File: config.mk
export PLATFORM = sky130hd
export DESIGN_NAME = soft_reset_and_phy_select
export DESIGN_NICKNAME = d
export VERILOG_FILES = /design/src/logic/sr_pkg.sv /design/src/logic/clk_activity.sv /design/src/logic/sync2.sv /design/src/logic/soft_reset_and_phy_select.sv
export SDC_FILE = /design/constraint.sdc
export NUM_CORES = 1
export LEC_CHECK = 0
export BUFFER_PORTS_ARGS = -buffer_cell sky130_fd_sc_hd__buf_2
export CORE_UTILIZATION = 55
export CTS_CLUSTER_DIAMETER = 120
export DETAILED_ROUTE_END_ITERATION = 8
export GPL_ROUTABILITY_DRIVEN = 0
export PLACE_DENSITY_LB_ADDON = 0.3
export SYNTH_ARGS = -nofsm -noshare
export SYNTH_HDL_FRONTEND = slang
export SYNTH_SLANG_ARGS = --single-unit
File: constraint.sdc
create_clock -name hclk -period 2.9 [get_ports hclk]
set_input_delay 0.435 -clock hclk [delete_from_list [all_inputs] [get_ports hclk]]
set_output_delay 0.435 -clock hclk [all_outputs]
set_load 0.02 [all_outputs]
File: src/logic/sr_pkg.sv
package sr_pkg;

  // ---------------------------------------------------------------------------
  // Register map
  // ---------------------------------------------------------------------------
  localparam logic [7:0] CONFIG_OFS   = 8'h00;
  localparam logic [7:0] IRQ_STAT_OFS = 8'h04;
  localparam logic [7:0] IRQ_MASK_OFS = 8'h08;
  localparam logic [7:0] PHY_STAT_OFS = 8'h0c;

  // ---------------------------------------------------------------------------
  // Field positions
  // ---------------------------------------------------------------------------
  localparam int RESET_REQ_BIT = 0;
  localparam int TO_BIT     = 1;
  localparam int SEL_BIT    = 2;
  localparam int STRAP_BIT  = 3;
  localparam int EV_DONE    = 0;
  localparam int EV_TIMEOUT = 1;
  localparam int EV_W       = 2;

  // ---------------------------------------------------------------------------
  // Reset values and timing
  // ---------------------------------------------------------------------------
  localparam logic [1:0]  IRQ_MASK_RST = 2'h0;
  localparam int          CLK_HZ       = 40000000;
  localparam int          TIMEOUT_US   = 100;
  localparam int          TIMEOUT_CYC  = (CLK_HZ / 1000000) * TIMEOUT_US;
  localparam int          CLK_OK_CYC   = 8;
  localparam int          PULSE_CYC    = 4;
  localparam logic [15:0] CNT_ZERO     = 16'h0000;

  typedef enum logic [3:0] {
    ST_IDLE  = 4'b0001,
    ST_WAIT  = 4'b0010,
    ST_PULSE = 4'b0100,
    ST_DONE  = 4'b1000
  } sr_state_t;

  typedef struct packed {
    logic        sel;
    logic [31:0] addr;
    logic        write;
    logic [2:0]  size;
  } ahb_req_t;

endpackage : sr_pkg

File: src/logic/clk_activity.sv
`timescale 1ns/1ps
`default_nettype none
// Flags a PHY clock as running when its divided toggle keeps changing.
module clk_activity
  import sr_pkg::*;
(
  input  wire logic hclk,
  input  wire logic hresetn,
  input  wire logic tog_in,
  input  wire logic clear,
  output logic      running
);

  typedef struct packed {
    logic        s1;
    logic        s2;
    logic        s3;
    logic [15:0] idle;
    logic        run;
  } ca_st_t;

  ca_st_t st_r;
  ca_st_t st_nxt;

  always_comb begin
    st_nxt    = st_r;
    st_nxt.s1 = tog_in;
    st_nxt.s2 = st_r.s1;
    st_nxt.s3 = st_r.s2;
    if (clear) begin
      st_nxt.idle = CNT_ZERO;
      st_nxt.run  = 1'b0;
    end else if (st_r.s3 != st_r.s2) begin
      st_nxt.idle = CNT_ZERO;
      st_nxt.run  = 1'b1;
    end else if (st_r.idle == 16'(CLK_OK_CYC)) begin
      st_nxt.run = 1'b0;
    end else begin
      st_nxt.idle = st_r.idle + 16'h0001;
    end
  end

  always_ff @(posedge hclk or negedge hresetn) begin
    if (!hresetn) begin
      st_r <= '0;
    end else begin
      st_r <= st_nxt;
    end
  end

  assign running = st_r.run;

endmodule : clk_activity
`default_nettype wire

File: src/logic/sync2.sv
`timescale 1ns/1ps
`default_nettype none
module sync2 (
  input  wire logic hclk,
  input  wire logic hresetn,
  input  wire logic d,
  output logic      q
);

  typedef struct packed {
    logic a;
    logic b;
  } s2_t;

  s2_t st_r;
  s2_t st_nxt;

  always_comb begin
    st_nxt   = st_r;
    st_nxt.a = d;
    st_nxt.b = st_r.a;
  end

  always_ff @(posedge hclk or negedge hresetn) begin
    if (!hresetn) begin
      st_r <= '0;
    end else begin
      st_r <= st_nxt;
    end
  end

  assign q = st_r.b;

endmodule : sync2
`default_nettype wire

File: src/logic/soft_reset_and_phy_select.sv
`timescale 1ns/1ps
`default_nettype none
// Summary of operation
// - Bit 3 reads the management data pin level captured at hard reset.
// - The captured strap is software information only, steering nothing.
// - Bit 2 selects the outside MII port when 1; resets to 0.
// - Bit 2 does not steer management port or clock multiplexing.
// - Soft reset without running PHY clocks times out and sets bit 1.
// - Writing 1 to bit 0 resets MAC and system registers, sparing immune bits.
// - Soft reset also clears pending transmit and receive error flags.
// - Bit 0 reads 0 after reset and clears itself when reset finishes.
// - Writes are ignored until one read follows reset or power-save return.
module soft_reset_and_phy_select
  import sr_pkg::*;
#(
  parameter int TIMEOUT_CYCLES = TIMEOUT_CYC
) (
  input  wire logic        hclk,
  input  wire logic        hresetn,
  input  wire logic        hsel,
  input  wire logic [31:0] haddr,
  input  wire logic [1:0]  htrans,
  input  wire logic        hwrite,
  input  wire logic [2:0]  hsize,
  input  wire logic [31:0] hwdata,
  input  wire logic        hready,
  output logic [31:0]      hrdata,
  output logic             hreadyout,
  output logic             hresp,
  input  wire logic        mdio_pin,
  input  wire logic        phy_rx_clk_tog,
  input  wire logic        phy_tx_clk_tog,
  input  wire logic        power_save_exit,
  input  wire logic        transmit_error_evt,
  input  wire logic        receive_error_evt,
  output logic             transmit_error_flag,
  output logic             receive_error_flag,
  output logic             mac_regs_reset,
  output logic             sys_regs_reset,
  output logic             outside_mii_enable,
  output logic             internal_phy_enable,
  output logic             irq
);

  // ---------------------------------------------------------------------------
  // State
  // ---------------------------------------------------------------------------
  typedef struct packed {
    ahb_req_t        req;
    logic [31:0]     rdata;
    logic [1:0]      strap_wait;
    logic            outside_transceiver_present_strap;
    logic            outside_transceiver_select;
    logic            sw_reset_timeout_flag;
    logic            write_unlocked;
    logic            tx_err;
    logic            rx_err;
    logic [EV_W-1:0] irq_stat;
    logic [EV_W-1:0] irq_mask;
    sr_state_t       fsm;
    logic [31:0]     cnt;
  } core_t;

  core_t st_r;
  core_t st_nxt;

  logic mdio_s;
  logic pse_s;
  logic rx_run;
  logic tx_run;
  logic restart;

  // Pin inputs pass two flops before anything reads them.
  sync2 u_mdio (
    .hclk    (hclk),
    .hresetn (hresetn),
    .d       (mdio_pin),
    .q       (mdio_s)
  );

  sync2 u_pse (
    .hclk    (hclk),
    .hresetn (hresetn),
    .d       (power_save_exit),
    .q       (pse_s)
  );

  clk_activity u_rx (
    .hclk    (hclk),
    .hresetn (hresetn),
    .tog_in  (phy_rx_clk_tog),
    .clear   (restart),
    .running (rx_run)
  );

  clk_activity u_tx (
    .hclk    (hclk),
    .hresetn (hresetn),
    .tog_in  (phy_tx_clk_tog),
    .clear   (restart),
    .running (tx_run)
  );

  // ---------------------------------------------------------------------------
  // Next state
  // ---------------------------------------------------------------------------
  logic [EV_W-1:0] ev;
  logic            wr_hw;
  logic            wr_stat;
  logic            wr_mask;
  logic            rd_any;
  logic            soft_req;
  logic [31:0]     rd_val;

  always_comb begin
    st_nxt   = st_r;
    ev       = '0;
    wr_hw    = 1'b0;
    wr_stat  = 1'b0;
    wr_mask  = 1'b0;
    rd_any   = 1'b0;
    soft_req = 1'b0;
    rd_val   = 32'h0000_0000;

    // The synchroniser resets to 0, so the strap waits until it holds the pin level.
    if (st_r.strap_wait != 2'h3) begin
      st_nxt.strap_wait = st_r.strap_wait + 2'h1;
      if (st_r.strap_wait == 2'h2) begin
        st_nxt.outside_transceiver_present_strap = mdio_s;
      end
    end

    // Data phase of the previously accepted transfer.
    if (st_r.req.sel) begin
      if (st_r.req.write) begin
        if (st_r.write_unlocked) begin
          wr_hw   = (st_r.req.addr[7:0] == CONFIG_OFS);
          wr_stat = (st_r.req.addr[7:0] == IRQ_STAT_OFS);
          wr_mask = (st_r.req.addr[7:0] == IRQ_MASK_OFS);
        end
      end else begin
        rd_any = 1'b1;
      end
    end

    if (rd_any) begin
      st_nxt.write_unlocked = 1'b1;
    end
    if (pse_s) begin
      st_nxt.write_unlocked = 1'b0;
    end

    if (wr_hw) begin
      // Only the select bit steers the port enables.
      st_nxt.outside_transceiver_select = hwdata[SEL_BIT];
      soft_req                          = hwdata[RESET_REQ_BIT];
    end
    if (wr_mask) begin
      st_nxt.irq_mask = hwdata[EV_W-1:0];
    end

    // Soft reset sequencer.
    case (st_r.fsm)
      ST_IDLE: begin
        if (soft_req) begin
          st_nxt.fsm                   = ST_WAIT;
          st_nxt.cnt                   = 32'h0000_0000;
          st_nxt.sw_reset_timeout_flag = 1'b0;
        end
      end
      ST_WAIT: begin
        if (rx_run && tx_run) begin
          st_nxt.fsm = ST_PULSE;
          st_nxt.cnt = 32'h0000_0000;
        end else if (st_r.cnt == 32'(TIMEOUT_CYCLES - 1)) begin
          st_nxt.fsm                   = ST_IDLE;
          st_nxt.sw_reset_timeout_flag = 1'b1;
          ev[EV_TIMEOUT]               = 1'b1;
        end else begin
          st_nxt.cnt = st_r.cnt + 32'h0000_0001;
        end
      end
      ST_PULSE: begin
        if (st_r.cnt == 32'(PULSE_CYC - 1)) begin
          st_nxt.fsm = ST_DONE;
        end else begin
          st_nxt.cnt = st_r.cnt + 32'h0000_0001;
        end
      end
      ST_DONE: begin
        st_nxt.fsm    = ST_IDLE;
        ev[EV_DONE]   = 1'b1;
        st_nxt.irq_mask              = IRQ_MASK_RST;
        st_nxt.write_unlocked        = 1'b0;
      end
      default: begin
        st_nxt.fsm = ST_IDLE;
      end
    endcase

    // Error flags: new events win over the soft reset clear.
    if (st_r.fsm == ST_PULSE) begin
      st_nxt.tx_err = 1'b0;
      st_nxt.rx_err = 1'b0;
    end
    if (transmit_error_evt) begin
      st_nxt.tx_err = 1'b1;
    end
    if (receive_error_evt) begin
      st_nxt.rx_err = 1'b1;
    end

    // Sticky status, write one to clear, set wins.
    if (wr_stat) begin
      st_nxt.irq_stat = st_r.irq_stat & ~hwdata[EV_W-1:0];
    end
    st_nxt.irq_stat = st_nxt.irq_stat | ev;

    // Read mux, registered for the data phase.
    case (haddr[7:0])
      CONFIG_OFS: begin
        rd_val[STRAP_BIT] = st_r.outside_transceiver_present_strap;
        rd_val[SEL_BIT]   = st_r.outside_transceiver_select;
        rd_val[TO_BIT]    = st_r.sw_reset_timeout_flag;
        rd_val[RESET_REQ_BIT] = (st_r.fsm != ST_IDLE);
      end
      IRQ_STAT_OFS: rd_val[EV_W-1:0] = st_nxt.irq_stat;
      IRQ_MASK_OFS: rd_val[EV_W-1:0] = st_nxt.irq_mask;
      PHY_STAT_OFS: begin
        rd_val[0] = rx_run;
        rd_val[1] = tx_run;
      end
      default: rd_val = 32'h0000_0000;
    endcase

    // Address phase capture.
    st_nxt.req.sel = 1'b0;
    if (hready) begin
      st_nxt.req.sel   = hsel && htrans[1];
      st_nxt.req.addr  = haddr;
      st_nxt.req.write = hwrite;
      st_nxt.req.size  = hsize;
      if (hsel && htrans[1] && !hwrite) begin
        st_nxt.rdata = rd_val;
      end
    end
  end

  always_ff @(posedge hclk or negedge hresetn) begin
    if (!hresetn) begin
      st_r          <= '0;
      st_r.fsm      <= ST_IDLE;
      st_r.irq_mask <= IRQ_MASK_RST;
    end else begin
      st_r <= st_nxt;
    end
  end

  // ---------------------------------------------------------------------------
  // Outputs
  // ---------------------------------------------------------------------------
  assign hrdata              = st_r.rdata;
  // A fresh soft reset clears the activity history so stale evidence is not used.
  assign restart             = soft_req;
  assign hreadyout           = 1'b1;
  assign hresp               = 1'b0;
  assign mac_regs_reset      = (st_r.fsm == ST_PULSE);
  assign sys_regs_reset      = (st_r.fsm == ST_PULSE);
  assign transmit_error_flag = st_r.tx_err;
  assign receive_error_flag  = st_r.rx_err;
  assign outside_mii_enable  = st_r.outside_transceiver_select;
  assign internal_phy_enable = !st_r.outside_transceiver_select;
  assign irq                 = |(st_r.irq_stat & st_r.irq_mask);

endmodule : soft_reset_and_phy_select
`default_nettype wire

# ---- After elaboration in Yosys (flattened, before gate mapping)
# Index checks and enable logic that the tools add are counted.
# Widths: inputs -> output; s select.
dict set report totals {
  latchBits 0
  memories 0
  word_cells 134
  rom_bits 0
  in_bits 80
  out_inout_bits 41
  ff_bits 133
  ramBits 0
}
dict set report op_classes {
  n_mul 0
  addsub 4
  n_eq_ne 27
  n_div 0
  shift 0
  reduce_logical 20
  bitwise_logic 4
  n_lt_le_gt_ge 0
  muxes 49
}
# op n
set op_table {}
lappend op_table {{$pmux 32 s3} 1}
lappend op_table {{$mux 36} 2}
lappend op_table {{$mux 69} 1}
lappend op_table {{$mux 17} 4}
lappend op_table {{$mux 32} 2}
lappend op_table {{$add 16x1->16 const B} 2}
lappend op_table {{$add 32x1->32 const B} 1}
lappend op_table {{$eq 16x4->1 const B} 2}
lappend op_table {{$eq 32x12->1 const B} 1}
lappend op_table {{$eq 32x2->1 const B} 1}
lappend op_table {{$mux 16} 2}
lappend op_table {{$mux 1} 26}
lappend op_table {{$eq 8x4->1 const B} 3}
lappend op_table {{$eq 8x3->1 const B} 2}
lappend op_table {{$logic_not 8->1} 2}
lappend op_table {{$mux 4} 3}
lappend op_table {{$pmux 4 s3} 1}
lappend op_table {{$reduce_bool 3->1} 4}
lappend op_table {{$mux 2} 5}
lappend op_table {{$ne 2x2->1 const B} 5}
lappend op_table {{$pmux 2 s4} 1}
lappend op_table {{$reduce_and 4->1} 2}
lappend op_table {{$ne 3x2->1 const B} 2}
lappend op_table {{$ne 3x3->1 const B} 2}
lappend op_table {{19 further kinds} 27}

# ---- Logic depth before layout (Yosys ltp)
dict set report depth {
  depth_word 9
  ltp_mapped 9
  ltp_nobuf 8
}

# ---- Cells and area by module
# A second synthesis with hierarchy kept.
dict set report unflattened {
  hier_cells 596
  area_unflattened_um2 5720.5
}
# mod seq_area_each_um2 area_per_inst_um2 instances cells_each
set modules_own_cells {}
lappend modules_own_cells {soft_reset_and_phy_select 1552.7 3563.4 1 390}
lappend modules_own_cells {clk_activity 500.5 1028.5 2 101}
lappend modules_own_cells {sync2 50.0 50.0 2 2}

# ---- Worst setup path before layout
# OpenSTA, ideal clock, no wires.
dict set report synth_path {
  path_type {register to register}
  start {register st_r[32] in the netlist's numbering}
  end {register st_r[23] in the netlist's numbering}
  path_stages_with_launch 9
  period_less_slack_ns 2.346
  required_ns 2.821
  setup_ns 0.079
  path_slack_ns 0.554
  path_buffers 3
  t_arrival_ns 2.266
  path_cell_list {dfstp_2 or4b_2 clkbuf_1 o21a_1 nand3_1 buf_2 buf_2 nand2_1 mux2i_1}
}
dict set report synth_via {
  elab_chain_len 3
  word_cells_on_any_way 9
  classes_between {eq/ne (6); mux (1); reduce/logical (2)}
}
# element line
set synth_lines {}
lappend synth_lines {{start, declared} soft_reset_and_phy_select.sv:64} ;# core_t st_r;
lappend synth_lines {{start signal, assigned} soft_reset_and_phy_select.sv:255} ;# st_r <= st_nxt;
lappend synth_lines {{$eq 4x2->1, or another cell as far along} soft_reset_and_phy_select.sv:163} ;# case (st_r.fsm)
lappend synth_lines {{$ne 3x3->1 (no source line), or another cell as far along} -}
lappend synth_lines {{$reduce_and 4->1 (no source line)} -}
# Parallel ways exist; a longest one is shown, timed or not.
# A chain may end at the register's enable or synchronous reset.

# ---- Worst setup path in the final report
dict set report layout_path {
  start {register st_r[89] in the netlist's numbering}
  end {register st_r[26] in the netlist's numbering}
}
dict set report layout_via {
  elab_chain_len 7
}
# element line
set layout_lines {}
lappend layout_lines {{$logic_not 8->1} soft_reset_and_phy_select.sv:137} ;# wr_hw = (st_r.req.addr[7:0] == CONFIG_OFS);
lappend layout_lines {{$mux 1} soft_reset_and_phy_select.sv:136} ;# if (st_r.write_unlocked) begin
lappend layout_lines {{$mux 1} soft_reset_and_phy_select.sv:135} ;# if (st_r.req.write) begin
lappend layout_lines {{$mux 1} soft_reset_and_phy_select.sv:134} ;# if (st_r.req.sel) begin
lappend layout_lines {{$mux 1} soft_reset_and_phy_select.sv:153} ;# if (wr_hw) begin
lappend layout_lines {{$ne 2x2->1 (no source line)} -}
lappend layout_lines {{$reduce_and 4->1 (no source line)} -}
# Every way passes these cells.

==> impl_metrics.json <==
{
  "syn_to_final_growth_pct": 7.31,
  "maxCapViolCount": 0,
  "hold_ws_ns": 0.0862,
  "synth_top_area_frac": 0.472,
  "dr.pass1.iters": 4,
  "async_reset_ff_frac": 1.00,
  "timing.rr.start": "st_r[89]$_DFFE_PN0P_",
  "routed-wl-met3_um": 439,
  "r2r_cells": 6,
  "avgSynthCellArea_um2": 10.0,
  "netlist_area_um2": 5570,
  "synth-edff-count": 0,
  "fp-row-count": 36,
  "clkSinkCount": 106,
  "drt_iter0_drc": 242,
  "fin_ws_ns": 0.393,
  "fin_crit_ns": 2.51,
  "drive_gt1_frac": 0.147,
  "critPathKind": "reg2reg",
  "status": "completed",
  "yosys-top-cells-area": "dfrtp_1, buf_4, xnor2_1",
  "core_um2": 9770,
  "synthCells": 556,
  "cts_made_buffers": 9,
  "wl_per_cell_um": 14.4,
  "multi_input_area_um2": 2600,
  "cp_max_fo": 13,
  "dp_slack_ns": 0.391,
  "holdBufCountCts": 0,
  "critPathRequiredTime_ns": 3.16,
  "reg2reg_setup_slack_ns": 0.39,
  "dp_hpwl_um": 7430,
  "clk_path_buf_depth": 2,
  "reg2reg_to": "st_r[26]$_DFFE_PN0P_",
  "grt_pass1_vias": 3884,
  "drt-met1-wl_um": 4750,
  "final_max_slew_viol_count": 0,
  "hp-class": "in2async",
  "total_leakage_power_nw": 2.71,
  "start_util": 0.569,
  "power_density_nw_per_um2": 458,
  "antenna_left": 0,
  "yosys.cell_count.top_type": "dfrtp_1",
  "seqCellArea_um2": 2650,
  "grt_pass1_wl_um": 18000,
  "synthTopCellsByCount": "dfrtp_1, nor2_1, nand2_1, buf_4, xnor2_1",
  "slew_headroom": 0.401,
  "clkLatencyLatePin_ns": 0.38,
  "viasPerCell": 5.56,
  "ios": 121,
  "grt_max_degree": 56,
  "vias": 4033,
  "htreeDepth": 3,
  "fillerInstances": 799,
  "route.top_layer_used": "met4",
  "yosys_warnings": 0,
  "cts_tree": "done",
  "rsz0062_at_grt": "no",
  "grt_overflow": 0,
  "yosysSeqAreaShare": 0.477,
  "period_share": 0.864,
  "synth-seq-cells": 106,
  "ir_worst_vdd_v": 0.000356,
  "yosysTopAreaCell": "dfrtp_1",
  "dr_wl_met2_um": 5090,
  "drc": 0,
  "skew_ns": 0.0150,
  "nets": 675,
  "critPathArrivalTime_ns": 2.77,
  "portBuffers": 33,
  "critical_path.startpoint_type": "flop",
  "die_area_um2": 10500,
  "worstSetupEndpointType": "flop",
  "fin_setup_tns_ns": 0,
  "cts_resized": 0,
  "hold_violations": 0,
  "worst_pin_slew_ns": 0.886,
  "antennaDiodeCount": 0,
  "clock.fmax_mhz": 399,
  "antenna_found_initial": 0,
  "finalSetupViolCount": 0,
  "ys_types": 60,
  "post_cts_buffers": 0,
  "die_y_um": 103,
  "grt_use_total": 0.222,
  "die_x_um": 103,
  "root_buffer": "clkbuf_8",
  "drt_wl_total_um": 10400,
  "clk_pin_slew_ns": 0.09,
  "synth_ff_type": "dfrtp_1"
}
-- worst max-delay path by stage --
stage               slack, ns  depth (start not counted)            startpoint                   end
finish                   0.39                          6  st_r[89]$_DFFE_PN0P_  st_r[26]$_DFFE_PN0P_
global route             0.22                          6  st_r[89]$_DFFE_PN0P_  st_r[18]$_DFFE_PN0P_
CTS                      0.38                          7  st_r[89]$_DFFE_PN0P_  st_r[13]$_DFFE_PN0P_
detailed placement       0.39                          7             hwdata[0]  st_r[25]$_DFFE_PN0P_
global placement         0.39                          6  st_r[89]$_DFFE_PN0P_  st_r[29]$_DFFE_PN0P_
floorplan                0.55                          8  st_r[32]$_DFFE_PN1P_  st_r[23]$_DFFE_PN0P_
-- power by group --
part           internal [mW]  switching (mW)
clock network          0.507           0.475
registers               1.52          0.0377
logic                 0.0702           0.130
-- logic make-up (layout without fill, tap and decap cells) --
kind of cell	Yosys count	in the layout	synth area share
compound gates	70	70	0.0908
other cells	2	30	0.00135
xor+xnor	38	38	0.0598
fa+ha+maj	7	7	0.0157
buf+inv	71	79	0.0742
mux	26	26	0.0492
flops	106	106	0.477
simple gates	236	236	0.232
-- cell type report --
type	instances	area share
Tap cell	133	0.0279
Clock inverter	4	0.0128
Multi-Input combinational cell	407	0.436
Inverter	22	0.0138
Clock buffer	11	0.0237
Sequential cell	106	0.444
Timing Repair Buffer	42	0.0415
-- state kept, by name (all words and copies together) (netlist names) --
| register | flops |
|---|---|
| hrdata | 4 |
| u_mdio.st_nxt | 1 |
| u_tx.st_nxt | 2 |
| u_rx.st_r | 17 |
| u_pse.st_nxt | 1 |
| u_rx.st_nxt | 2 |
| outside_mii_enable | 1 |
| transmit_error_flag | 1 |
| u_rx.running | 1 |
| st_r | 55 |
| u_pse.q | 1 |
| u_tx.st_r | 17 |
| receive_error_flag | 1 |
| u_tx.running | 1 |
| u_mdio.q | 1 |
-- routing by layer --
layer	track usage	up-vias
li1	-	1952
met1	0.280	1992
met2	0.374	80
met3	0.0556	9
met4	0.0747	0
met5	0	-
-- critical path, cell delays in order (launching register included) --
cell and delay (ns):
dfrtp_1 0.38, or4_4 0.56, nor4_4 0.36, o21ai_4 0.08, nor3_2 0.64, buf_4 0.31
nor2_1 0.07
-- layout by cell type (no fill, tap or decap), drive strengths merged, types with 3 or more instances in the layout --
master and instances:
inv 22, nor2b 3, or3 9, nand2 45, and4 5, nor3b 4, conb 30, o21ai 15
a21o 5, nor4b 3, nand3 24, nand2b 14, and3 7, or4 5, nor4 17, xor2 13
and2 3, mux2i 15, a21oi 18, dfrtp 105, nor3 12, nand3b 5, mux2 11, nor2 52
buf 42, a22o 4, ha 7, xnor2 25, a211oi 13, nand4 19, clkbuf 11
-- per-stage QoR --
step	instances	area, um^2	total power [mW]	utilization
floorplan	584	5670	1.74	-
global placement	710	5750	1.78	0.589
detailed placement	710	5750	1.79	0.589
CTS	725	5970	2.79	0.611
global route	725	5970	2.87	0.611
finish	725	5970	2.74	0.611
(Power assumes the default switching activity.)
